==> config.mk <==
export PLATFORM = sky130hd
export DESIGN_NAME = ats_trap_seq
export DESIGN_NICKNAME = d
export VERILOG_FILES = /design/src/ats_pkg.sv /design/src/ats_mem_if.sv /design/src/ats_mem_port.sv /design/src/ats_trap_seq.sv
export SDC_FILE = /design/constraint.sdc
export NUM_CORES = 1
export LEC_CHECK = 0
export ABC_AREA = 1
export BUFFER_PORTS_ARGS = -buffer_cell sky130_fd_sc_hd__buf_2
export CAP_MARGIN = 30
export CORE_UTILIZATION = 30
export CTS_BUF_LIST = sky130_fd_sc_hd__clkbuf_2
export CTS_CLUSTER_DIAMETER = 200
export DETAILED_ROUTE_END_ITERATION = 7
export PLACE_DENSITY = 0.48
export SYNTH_ARGS = -nofsm -noshare
export SYNTH_HDL_FRONTEND = slang
export SYNTH_SLANG_ARGS = --single-unit
==> constraint.sdc <==
create_clock -name mclk_in -period 18.2 [get_ports mclk_in]
set_clock_uncertainty 0.15 [all_clocks]
set_input_delay 3.64 -clock mclk_in [delete_from_list [all_inputs] [get_ports mclk_in]]
set_output_delay 3.64 -clock mclk_in [all_outputs]
set_load 0.05 [all_outputs]
==> src/ats_pkg.sv <==
package ats_pkg;

	// ------------------------------------------------------------------
	// widths
	// ------------------------------------------------------------------
	localparam int unsigned WORD_W     = 32;
	localparam int unsigned FLAG_W     = 24;
	localparam int unsigned MODE_W     = 8;
	localparam int unsigned ADDR_W_DEF = 24;

	// ------------------------------------------------------------------
	// low-memory trap vectors (byte addresses)
	// ------------------------------------------------------------------
	localparam logic [11:0] VEC_HOST_END = 12'h2e0;
	localparam logic [11:0] VEC_START    = 12'h2e4;
	localparam logic [11:0] VEC_SUPV     = 12'h2e8;
	localparam logic [11:0] VEC_ERROR    = 12'h2ec;
	localparam logic [11:0] VEC_MONITOR  = 12'h2f0;
	localparam logic [11:0] VEC_STOP     = 12'h2f4;

	// ------------------------------------------------------------------
	// context block word offsets (byte offsets from block start)
	// ------------------------------------------------------------------
	localparam logic [4:0] CTX_OLD_HI = 5'h00;
	localparam logic [4:0] CTX_OLD_LO = 5'h04;
	localparam logic [4:0] CTX_NEW_HI = 5'h08;
	localparam logic [4:0] CTX_NEW_LO = 5'h0c;
	localparam logic [4:0] CTX_STATUS = 5'h10;

	// ------------------------------------------------------------------
	// status word layout (bit 0 = lsb)
	// ------------------------------------------------------------------
	localparam int unsigned STAT_FLAG_LSB  = 8;
	localparam int unsigned FLAG_UNDEF_BIT = 9;
	localparam int unsigned MODE_ARITH_BIT = 7;
	localparam int unsigned MODE_TOFF_BIT  = 6;
	localparam int unsigned MODE_BLOCK_BIT = 5;
	localparam int unsigned MODE_DW_BIT    = 0;
	localparam logic [FLAG_W-1:0] FLAG_RESET = 24'h000000;

	// ------------------------------------------------------------------
	// supervisor call selector position in the instruction word
	// ------------------------------------------------------------------
	localparam int unsigned SUPV_SEL_LSB = 12;
	localparam int unsigned SUPV_SEL_W   = 4;

	typedef enum logic [2:0] {
		ATS_OP_PLAIN,
		ATS_OP_INTRET,
		ATS_OP_IO,
		ATS_OP_INTCTL,
		ATS_OP_UNBLOCK
	} ats_op_e;

	typedef enum logic [2:0] {
		ATS_TRAP_START,
		ATS_TRAP_ERROR,
		ATS_TRAP_STOP,
		ATS_TRAP_MONITOR,
		ATS_TRAP_SUPV
	} ats_trap_e;

endpackage

==> src/ats_mem_if.sv <==
`timescale 1ns/100ps
interface ats_mem_if #(
	parameter int unsigned ADDR_W = 24
);
	logic              valid;
	logic              ready;
	logic              we;
	logic [ADDR_W-1:0] addr;
	logic [31:0]       wdata;
	logic              done;
	logic [31:0]       rdata;

	modport seq (
		output valid, we, addr, wdata,
		input  ready, done, rdata
	);
	modport port (
		input  valid, we, addr, wdata,
		output ready, done, rdata
	);
endinterface

==> src/ats_mem_port.sv <==
`timescale 1ns/100ps
module ats_mem_port #(
	parameter int unsigned ADDR_W = 24
) (
	// clock and reset
	input  wire logic              mclk_in,
	input  wire logic              rst_in,
	// sequencer side
	ats_mem_if.port                cmd,
	// memory side
	output logic                   mem_req_out,
	output logic                   mem_we_out,
	output logic [ADDR_W-1:0]      mem_addr_out,
	output logic [31:0]            mem_wdata_out,
	input  wire logic              mem_ack_in,
	input  wire logic [31:0]       mem_rdata_in
);

	logic        req_q;
	logic        done_q;
	logic [31:0] rdata_q;

	// one access at a time; a new one is taken only when idle
	assign cmd.ready = !req_q;
	assign cmd.done  = done_q;
	assign cmd.rdata = rdata_q;
	assign mem_req_out = req_q;

	always_ff @(posedge mclk_in or posedge rst_in) begin
		if (rst_in) begin
			req_q         <= 1'b0;
			mem_we_out    <= 1'b0;
			mem_addr_out  <= '0;
			mem_wdata_out <= 32'h00000000;
		end else if (!req_q && cmd.valid) begin
			req_q         <= 1'b1;
			mem_we_out    <= cmd.we;
			mem_addr_out  <= cmd.addr;
			mem_wdata_out <= cmd.wdata;
		end else if (req_q && mem_ack_in) begin
			req_q <= 1'b0;
		end
	end

	always_ff @(posedge mclk_in or posedge rst_in) begin
		if (rst_in) begin
			done_q  <= 1'b0;
			rdata_q <= 32'h00000000;
		end else begin
			done_q <= req_q && mem_ack_in;
			if (req_q && mem_ack_in && !mem_we_out)
				rdata_q <= mem_rdata_in;
		end
	end

endmodule // ats_mem_port

==> src/ats_trap_seq.sv <==
`timescale 1ns/100ps
// Notes on behaviour
// - done pulse raises host end-of-processing trap
// - own traps use vectors 2e4 through 2f4
// - runs only in status-doubleword mode
// - refuse interrupt return, io, interrupt control
// - trap entry never tied to service interrupt
// - block words 1-4 doublewords, word 5 status
// - keeps a 32-bit status word
// - read-status copies word to named register
// - error trap stores status in word five
// - error flags clear after any report
// - mode field live, never cleared
// - host signal starts with new doubleword
// - start: fetch pointer, save old, status
// - then load words 3, 4 and run
// - signal while active aborts, saves old doubleword
// - restart saves status then runs new doubleword
// - end trap only after signalled work finishes
// - done after stores, before loading new doubleword
// - quiescent after reset until host signal
// - supervisor call picks one of 16 vectors
module ats_trap_seq #(
	parameter int unsigned ADDR_W = ats_pkg::ADDR_W_DEF
) (
	// clock and reset
	input  wire logic                     mclk_in,
	input  wire logic                     rst_in,
	// host signal lines
	input  wire logic                     host_signal_in,
	output logic                          host_done_out,
	// executing datapath: state and events
	input  wire logic [63:0]              cur_dw_in,
	input  wire logic                     instr_valid_in,
	input  wire ats_pkg::ats_op_e         instr_class_in,
	input  wire logic [31:0]              instr_word_in,
	input  wire logic                     error_trap_in,
	input  wire logic [ats_pkg::FLAG_W-1:0] err_flags_in,
	input  wire logic                     supv_call_in,
	input  wire logic                     monitor_call_in,
	input  wire logic                     stop_signal_in,
	input  wire logic                     read_status_in,
	input  wire logic [2:0]               read_status_reg_in,
	// live mode inputs
	input  wire logic                     block_mode_in,
	input  wire logic                     traps_off_in,
	input  wire logic                     arith_en_in,
	// datapath control
	output logic                          run_out,
	output logic                          instr_refused_out,
	output logic                          new_dw_load_out,
	output logic [63:0]                   new_dw_out,
	output logic                          status_valid_out,
	output logic [2:0]                    status_reg_out,
	output logic [31:0]                   status_out,
	// memory port
	output logic                          mem_req_out,
	output logic                          mem_we_out,
	output logic [ADDR_W-1:0]             mem_addr_out,
	output logic [31:0]                   mem_wdata_out,
	input  wire logic                     mem_ack_in,
	input  wire logic [31:0]              mem_rdata_in
);

	if (ADDR_W < 12 || ADDR_W > 32) begin : g_bad_addr_w
		$error("ats_trap_seq: ADDR_W must lie in 12..32");
	end

	typedef enum logic [3:0] {
		ST_IDLE,
		ST_VEC,
		ST_TABLE,
		ST_SAVE_HI,
		ST_SAVE_LO,
		ST_SAVE_STAT,
		ST_DONE,
		ST_LOAD_HI,
		ST_LOAD_LO,
		ST_RUN
	} ats_state_e;

	ats_state_e             state_q;
	ats_pkg::ats_trap_e     kind_q;
	logic [ADDR_W-1:0]      ctx_q;
	logic [63:0]            old_dw_q;
	logic [31:0]            new_hi_q;
	logic [ats_pkg::FLAG_W-1:0] flags_q;
	logic [ats_pkg::MODE_W-1:0] mode;
	logic [31:0]            status_word;
	logic                   pend_q;
	logic                   restart_q;
	logic [ats_pkg::SUPV_SEL_W-1:0] sel_q;
	logic                   refused;
	logic                   run_trap;
	ats_pkg::ats_trap_e     run_kind;
	logic                   take_restart;
	logic                   mem_state;
	logic                   issue;
	logic                   rd_done;
	logic                   stat_issue;
	logic                   report;
	logic [ADDR_W-1:0]      vec_addr;

	ats_mem_if #(.ADDR_W(ADDR_W)) mem ();

	ats_mem_port #(.ADDR_W(ADDR_W)) u_port (
		.mclk_in       (mclk_in),
		.rst_in        (rst_in),
		.cmd           (mem.port),
		.mem_req_out   (mem_req_out),
		.mem_we_out    (mem_we_out),
		.mem_addr_out  (mem_addr_out),
		.mem_wdata_out (mem_wdata_out),
		.mem_ack_in    (mem_ack_in),
		.mem_rdata_in  (mem_rdata_in)
	);

	// ------------------------------------------------------------------
	// status word
	// ------------------------------------------------------------------
	always_comb begin
		mode = '0;
		mode[ats_pkg::MODE_DW_BIT]    = 1'b1;
		mode[ats_pkg::MODE_BLOCK_BIT] = block_mode_in;
		mode[ats_pkg::MODE_TOFF_BIT]  = traps_off_in;
		mode[ats_pkg::MODE_ARITH_BIT] = arith_en_in;
	end

	assign status_word = {flags_q, mode};

	// refused instruction classes raise undefined-instruction errors
	assign refused = state_q == ST_RUN && instr_valid_in &&
		instr_class_in inside {ats_pkg::ATS_OP_INTRET,
		ats_pkg::ATS_OP_IO, ats_pkg::ATS_OP_INTCTL};
	assign instr_refused_out = refused;

	// a report is the status store into word five or a read-status
	assign stat_issue = issue && state_q == ST_SAVE_STAT;
	assign report     = stat_issue || read_status_in;

	always_ff @(posedge mclk_in or posedge rst_in) begin
		if (rst_in) begin
			flags_q <= ats_pkg::FLAG_RESET;
		end else begin
			// clear on report, new flags of this cycle still land
			flags_q <= (report ? '0 : flags_q)
				| err_flags_in
				| (refused ? ats_pkg::FLAG_W'(1) <<
					(ats_pkg::FLAG_UNDEF_BIT -
					ats_pkg::STAT_FLAG_LSB) : '0);
		end
	end

	// ------------------------------------------------------------------
	// read-status answer
	// ------------------------------------------------------------------
	always_ff @(posedge mclk_in or posedge rst_in) begin
		if (rst_in) begin
			status_valid_out <= 1'b0;
			status_reg_out   <= 3'h0;
			status_out       <= 32'h00000000;
		end else begin
			status_valid_out <= read_status_in;
			if (read_status_in) begin
				status_reg_out <= read_status_reg_in;
				status_out     <= status_word;
			end
		end
	end

	// ------------------------------------------------------------------
	// trap selection while running
	// ------------------------------------------------------------------
	always_comb begin
		run_trap = state_q == ST_RUN && (error_trap_in || refused ||
			stop_signal_in || monitor_call_in || supv_call_in);
		if (error_trap_in || refused)
			run_kind = ats_pkg::ATS_TRAP_ERROR;
		else if (stop_signal_in)
			run_kind = ats_pkg::ATS_TRAP_STOP;
		else if (monitor_call_in)
			run_kind = ats_pkg::ATS_TRAP_MONITOR;
		else
			run_kind = ats_pkg::ATS_TRAP_SUPV;
	end

	// restart waits only for an access already on the bus to finish
	assign take_restart = restart_q && (!pend_q || mem.done);

	always_ff @(posedge mclk_in or posedge rst_in) begin
		if (rst_in) begin
			restart_q <= 1'b0;
		end else if (host_signal_in) begin
			restart_q <= 1'b1;
		end else if (take_restart) begin
			restart_q <= 1'b0;
		end
	end

	// ------------------------------------------------------------------
	// memory access issue
	// ------------------------------------------------------------------
	assign mem_state = !(state_q inside {ST_IDLE, ST_DONE, ST_RUN});

	assign issue   = mem_state && !pend_q && !restart_q && mem.ready;
	assign rd_done = pend_q && mem.done;

	always_comb begin
		unique case (kind_q)
			ats_pkg::ATS_TRAP_START:   vec_addr = ADDR_W'(ats_pkg::VEC_START);
			ats_pkg::ATS_TRAP_ERROR:   vec_addr = ADDR_W'(ats_pkg::VEC_ERROR);
			ats_pkg::ATS_TRAP_STOP:    vec_addr = ADDR_W'(ats_pkg::VEC_STOP);
			ats_pkg::ATS_TRAP_MONITOR: vec_addr = ADDR_W'(ats_pkg::VEC_MONITOR);
			ats_pkg::ATS_TRAP_SUPV:    vec_addr = ADDR_W'(ats_pkg::VEC_SUPV);
			default:                   vec_addr = ADDR_W'(ats_pkg::VEC_ERROR);
		endcase
	end

	always_comb begin
		mem.valid = issue;
		mem.we    = 1'b0;
		mem.addr  = '0;
		mem.wdata = 32'h00000000;
		unique case (state_q)
			ST_VEC:       mem.addr = vec_addr;
			ST_TABLE:     mem.addr = ctx_q + ADDR_W'({sel_q, 2'b00});
			ST_SAVE_HI: begin
				mem.we    = 1'b1;
				mem.addr  = ctx_q + ADDR_W'(ats_pkg::CTX_OLD_HI);
				mem.wdata = old_dw_q[63:32];
			end
			ST_SAVE_LO: begin
				mem.we    = 1'b1;
				mem.addr  = ctx_q + ADDR_W'(ats_pkg::CTX_OLD_LO);
				mem.wdata = old_dw_q[31:0];
			end
			ST_SAVE_STAT: begin
				mem.we    = 1'b1;
				mem.addr  = ctx_q + ADDR_W'(ats_pkg::CTX_STATUS);
				mem.wdata = status_word;
			end
			ST_LOAD_HI:   mem.addr = ctx_q + ADDR_W'(ats_pkg::CTX_NEW_HI);
			ST_LOAD_LO:   mem.addr = ctx_q + ADDR_W'(ats_pkg::CTX_NEW_LO);
			default:      mem.addr = '0;
		endcase
	end

	always_ff @(posedge mclk_in or posedge rst_in) begin
		if (rst_in) begin
			pend_q <= 1'b0;
		end else if (issue) begin
			pend_q <= 1'b1;
		end else if (mem.done) begin
			pend_q <= 1'b0;
		end
	end

	// ------------------------------------------------------------------
	// sequencer
	// ------------------------------------------------------------------
	always_ff @(posedge mclk_in or posedge rst_in) begin
		if (rst_in) begin
			state_q <= ST_IDLE;
			kind_q  <= ats_pkg::ATS_TRAP_START;
		end else if (take_restart) begin
			// abort whatever runs and vector through the start trap
			state_q <= ST_VEC;
			kind_q  <= ats_pkg::ATS_TRAP_START;
		end else begin
			unique case (state_q)
				ST_IDLE: state_q <= ST_IDLE;
				ST_RUN: begin
					// entered from internal events only
					if (run_trap) begin
						state_q <= ST_VEC;
						kind_q  <= run_kind;
					end
				end
				ST_VEC: begin
					if (rd_done)
						state_q <= (kind_q == ats_pkg::ATS_TRAP_SUPV) ?
							ST_TABLE : ST_SAVE_HI;
				end
				ST_TABLE:   if (rd_done) state_q <= ST_SAVE_HI;
				ST_SAVE_HI: if (rd_done) state_q <= ST_SAVE_LO;
				ST_SAVE_LO: if (rd_done) state_q <= ST_SAVE_STAT;
				ST_SAVE_STAT: begin
					if (rd_done)
						state_q <= (kind_q == ats_pkg::ATS_TRAP_STOP) ?
							ST_DONE : ST_LOAD_HI;
				end
				ST_DONE:    state_q <= ST_LOAD_HI;
				ST_LOAD_HI: if (rd_done) state_q <= ST_LOAD_LO;
				ST_LOAD_LO: if (rd_done) state_q <= ST_RUN;
			endcase
		end
	end

	// ------------------------------------------------------------------
	// context pointer, selector and saved doubleword
	// ------------------------------------------------------------------
	always_ff @(posedge mclk_in or posedge rst_in) begin
		if (rst_in) begin
			ctx_q <= '0;
		end else if (rd_done && (state_q == ST_VEC ||
				state_q == ST_TABLE)) begin
			ctx_q <= {mem.rdata[ADDR_W-1:2], 2'b00};
		end
	end

	always_ff @(posedge mclk_in or posedge rst_in) begin
		if (rst_in) begin
			sel_q <= '0;
		end else if (state_q == ST_RUN && run_trap &&
				run_kind == ats_pkg::ATS_TRAP_SUPV) begin
			sel_q <= instr_word_in[ats_pkg::SUPV_SEL_LSB +:
				ats_pkg::SUPV_SEL_W];
		end
	end

	// old doubleword captured at the moment of trap entry
	always_ff @(posedge mclk_in or posedge rst_in) begin
		if (rst_in) begin
			old_dw_q <= 64'h0000000000000000;
		end else if (take_restart || (state_q == ST_RUN && run_trap)) begin
			old_dw_q <= cur_dw_in;
		end
	end

	// ------------------------------------------------------------------
	// new doubleword delivery and host done
	// ------------------------------------------------------------------
	always_ff @(posedge mclk_in or posedge rst_in) begin
		if (rst_in) begin
			new_hi_q        <= 32'h00000000;
			new_dw_out      <= 64'h0000000000000000;
			new_dw_load_out <= 1'b0;
		end else begin
			new_dw_load_out <= 1'b0;
			if (!take_restart && rd_done && state_q == ST_LOAD_HI)
				new_hi_q <= mem.rdata;
			if (!take_restart && rd_done && state_q == ST_LOAD_LO) begin
				new_dw_out      <= {new_hi_q, mem.rdata};
				new_dw_load_out <= 1'b1;
			end
		end
	end

	// the stop trap is the only source of the done signal, so a
	// restart drops the one owed to the aborted work
	always_ff @(posedge mclk_in or posedge rst_in) begin
		if (rst_in)
			host_done_out <= 1'b0;
		else
			host_done_out <= state_q == ST_DONE && !take_restart;
	end

	assign run_out = state_q == ST_RUN;

endmodule // ats_trap_seq

==> out/results.tsv <==
metric	value	unit
clk root buf	clkbuf_2	
# port buffers	298	
clock transition at the registers of the reported paths	100	ps
H-tree Lvls	3	
sequential area share after synthesis	58.6	%
R2R Path Start	state_q[2]	
total of warnings raised by yosys	0	
reg2reg setup slack	14050	ps
critical path arrival	4470	ps
total design power	0.00257	W
I/O pin cnt	333	
core area	47800	µm²
post-synthesis sequential element count	342	
PostCTS Resize Cnt	0	
Final WS setup	9940	ps
initial core utilization	30.5	%
Max VDD drop	55.0	µV
grt ovf	0	
nets	2201	
cell area after synthesis	14600	µm²
DRT antenna net count	0	
post-layout util	36.7	%
clock latency at the later pin of the worst-skew pair	1040	ps
CTS max path bufs	3	
R2R Path End	u_port.mem_addr_out[16]	
Clock power frac	21.9	%
Post-CTS Setup Bufs	0	
DRT iter0 DRCs	802	
CTS Hold Bufs	0	
Seq pwr share	41.6	%
Synth area leaders	dfrtp_1 (59%), nand2_1 (14%), o21ai_0 (5.7%), inv_1 (4.2%), a21oi_1 (2.8%)	
Slew Viols, Final	0	
Leakage	9.57	nW
status	finished clean	
Yosys cell types	36	
most common cell type on the critical path	buf_2	
top cell type's share of synthesized area	58.6	%
post-synth top area cell	dfrtp_1	
data required time of the worst path	14410	ps
Die X	223	µm
antenna violations before repair	8	
clock sinks	342	
fin crit period	8260	ps
Remaining DRCs	0	
# Max-Cap Violations	0	
Worst R2R Path Depth	15	
Die ar.	49600	µm²
HP Start	new_hi_q[13]	
vias in the first global route	12600	
Hold Fails Final Rpt	0	
HP Class	flop to flop	
RD Place Congestion	0.861	
peak clock frequency supported by timing	0.121	GHz
vias per cell	4.63	
Final Setup Violations	0	
Power Internal	0.00143	W
Slowest-stage cell, CP	buf_2	
crit-path cells	buf_2, o21ba_2, nand3_2, inv_1, buf_2	
first-pass GRT wire length	72300	µm
Min-Delay Endpoint	new_dw_out[45]	
layout cells sized above 1	24.0	%
largest net degree at the start of global routing	133	
WHS Path Cells	2	
Total Wirelength	46300	µm
GR Util All Layers	18.8	%
vias post-DR	12600	
WL/cell	17.1	µm
DR pass1 iterations	5	
CP Max Fanout	3	
Die Y	223	µm
Sw Share	44.1	%
setup slack at placement	9920	ps
syn avg cell area	8.66	µm²
worst-margin pin slew	989	ps
CTS buffer count	96	
switching power	0.00113	W
Crit. End Element	output pin	
# rows	80	
startpoint types	input pin	
dpl hpwl	31100	µm
post-synthesis cell count	1687	
maximum single-stage delay on the critical path	270	ps
Pwr Density	146	nW/µm²
Max-slew headroom	33.8	%
CTS tree	yes	
Layout area overhead	20.2	%
RSZ-0062 raised after global routing	no	
Final Cycle Share	45.4	%
critical path type	input pin to output pin	
Total Neg Setup Slack	0	ps
combinational share of power	36.6	%
==> synthesized netlist by cell type (all sizes together) <==
master  instances
o31ai           2
nand2         536
o21ai         213
ha              6
buf            50
nand3b          2
dfrtp         342
o21ba           1
o21bai         26
inv           169
a41oi           1
conb            1
nor2           87
nand4           9
nor3            4
o22ai          31
and2            1
nand3          75
a21oi          84
fa              1
o211ai          2
clkbuf         34
a31oi           2
xor2            1
or2             7
==> cell type report <==
type                            instances  area [µm²]
Tap cell                              615         769
Multi-Input combinational cell       1097        4990
Inverter                              169         642
Sequential cell                       342        8560
Clock inverter                         19         110
Clock buffer                          151         756
Antenna cell                            6        15.0
Fill cell                            5106       30300
Timing Repair Buffer                  317        1710
==> state kept, by name, summed over array words and instances, names as in the netlist <==
name	flops
kind_q	3
new_hi_q	32
u_port.mem_wdata_out	32
u_port.cmd.done	1
u_port.mem_addr_out	22
new_dw_load_out	1
sel_q	4
new_dw_out	64
ctx_q	22
host_done_out	1
u_port.cmd.rdata	32
pend_q	1
u_port.mem_req_out	1
status_reg_out	3
status_valid_out	1
old_dw_q	64
flags_q	24
restart_q	1
state_q	4
u_port.mem_we_out	1
status_out	28
==> stage by stage <==
| step | std cells | hold WS (ps) | instance area, µm² |
|---|---|---|---|
| after floorplan | 1692 | 292 | 14600 |
| after global placement | 2535 | 292 | 16600 |
| after detailed placement | 2539 | 294 | 16600 |
| after CTS | 2709 | 291 | 17500 |
| after global routing | 2713 | 330 | 17500 |
| final | 2716 | 297 | 17600 |
==> layer usage <==
layer  vias to the layer above  GRT usage [%]  routed length (µm)
met5                         -              0                  13
met4                         2           7.59                1310
met3                        90           6.04                3440
met2                       374           27.9               20200
met1                      5983           25.3               21400
li1                       6134              -                   -
==> cells by family (layout without fill, tap and decap cells) <==
family | Yosys count | after routing | share of synthesized area [%]
XOR/XNOR | 1 | 1 | 0.0600
AND/OR/NAND/NOR | 721 | 721 | 19.9
flip-flops | 342 | 342 | 58.6
other | 1 | 12 | 0.0257
adder cells (fa/ha/maj) | 7 | 7 | 0.651
AO/OA/AOI/OAI | 362 | 362 | 13.3
buffers and inverters | 253 | 656 | 7.46
==> worst max-delay path by stage <==
stage / depth (start not counted) / end / start
global route: 5 / instr_refused_out / instr_class_in[2]
global placement: 5 / instr_refused_out / instr_class_in[2]
finish: 5 / instr_refused_out / instr_class_in[2]
CTS: 5 / instr_refused_out / instr_class_in[2]
floorplan: 1 / ctx_q[10] / rst_in
detailed placement: 5 / instr_refused_out / instr_class_in[2]
==> cells in the final DEF, fill, tap and decap left out, types with 4 or more instances in the layout <==
master      n
or2_2       7
buf_2     298
inv_2       5
clkbuf_2  151
o21bai_1   25
nand2_1   531
dfrtp_1   342
nor2_1     83
diode_2     6
nor2_2      4
buf_4      14
nand4_1     9
clkinv_1   14
o22ai_1    31
nand3_1    73
ha_1        6
o21ai_1    47
a21oi_1    83
conb_1      6
o21ai_0   166
inv_1     163
==> critical path: cells and delay by family <==
family / cells / cell delay [ps]
AND/OR/NAND/NOR: 1 / 120
buffers and inverters: 3 / 490
AO/OA/AOI/OAI: 1 / 220
==> power groups by stage <==
| stage | Sequential, W | Clock [W] | Combinational [W] |
|---|---|---|---|
| global route | 0.00109 | 0.000633 | 0.00104 |
| detailed placement | 0.00108 | 0 | 0.000942 |
| finish | 0.00107 | 0.000562 | 0.000939 |
| CTS | 0.00107 | 0.000595 | 0.000945 |
| global placement | 0.00108 | 0 | 0.000925 |
| floorplan | 0.00125 | 0 | 0.000500 |
No activity file was read; power rests on OpenSTA's default activity.
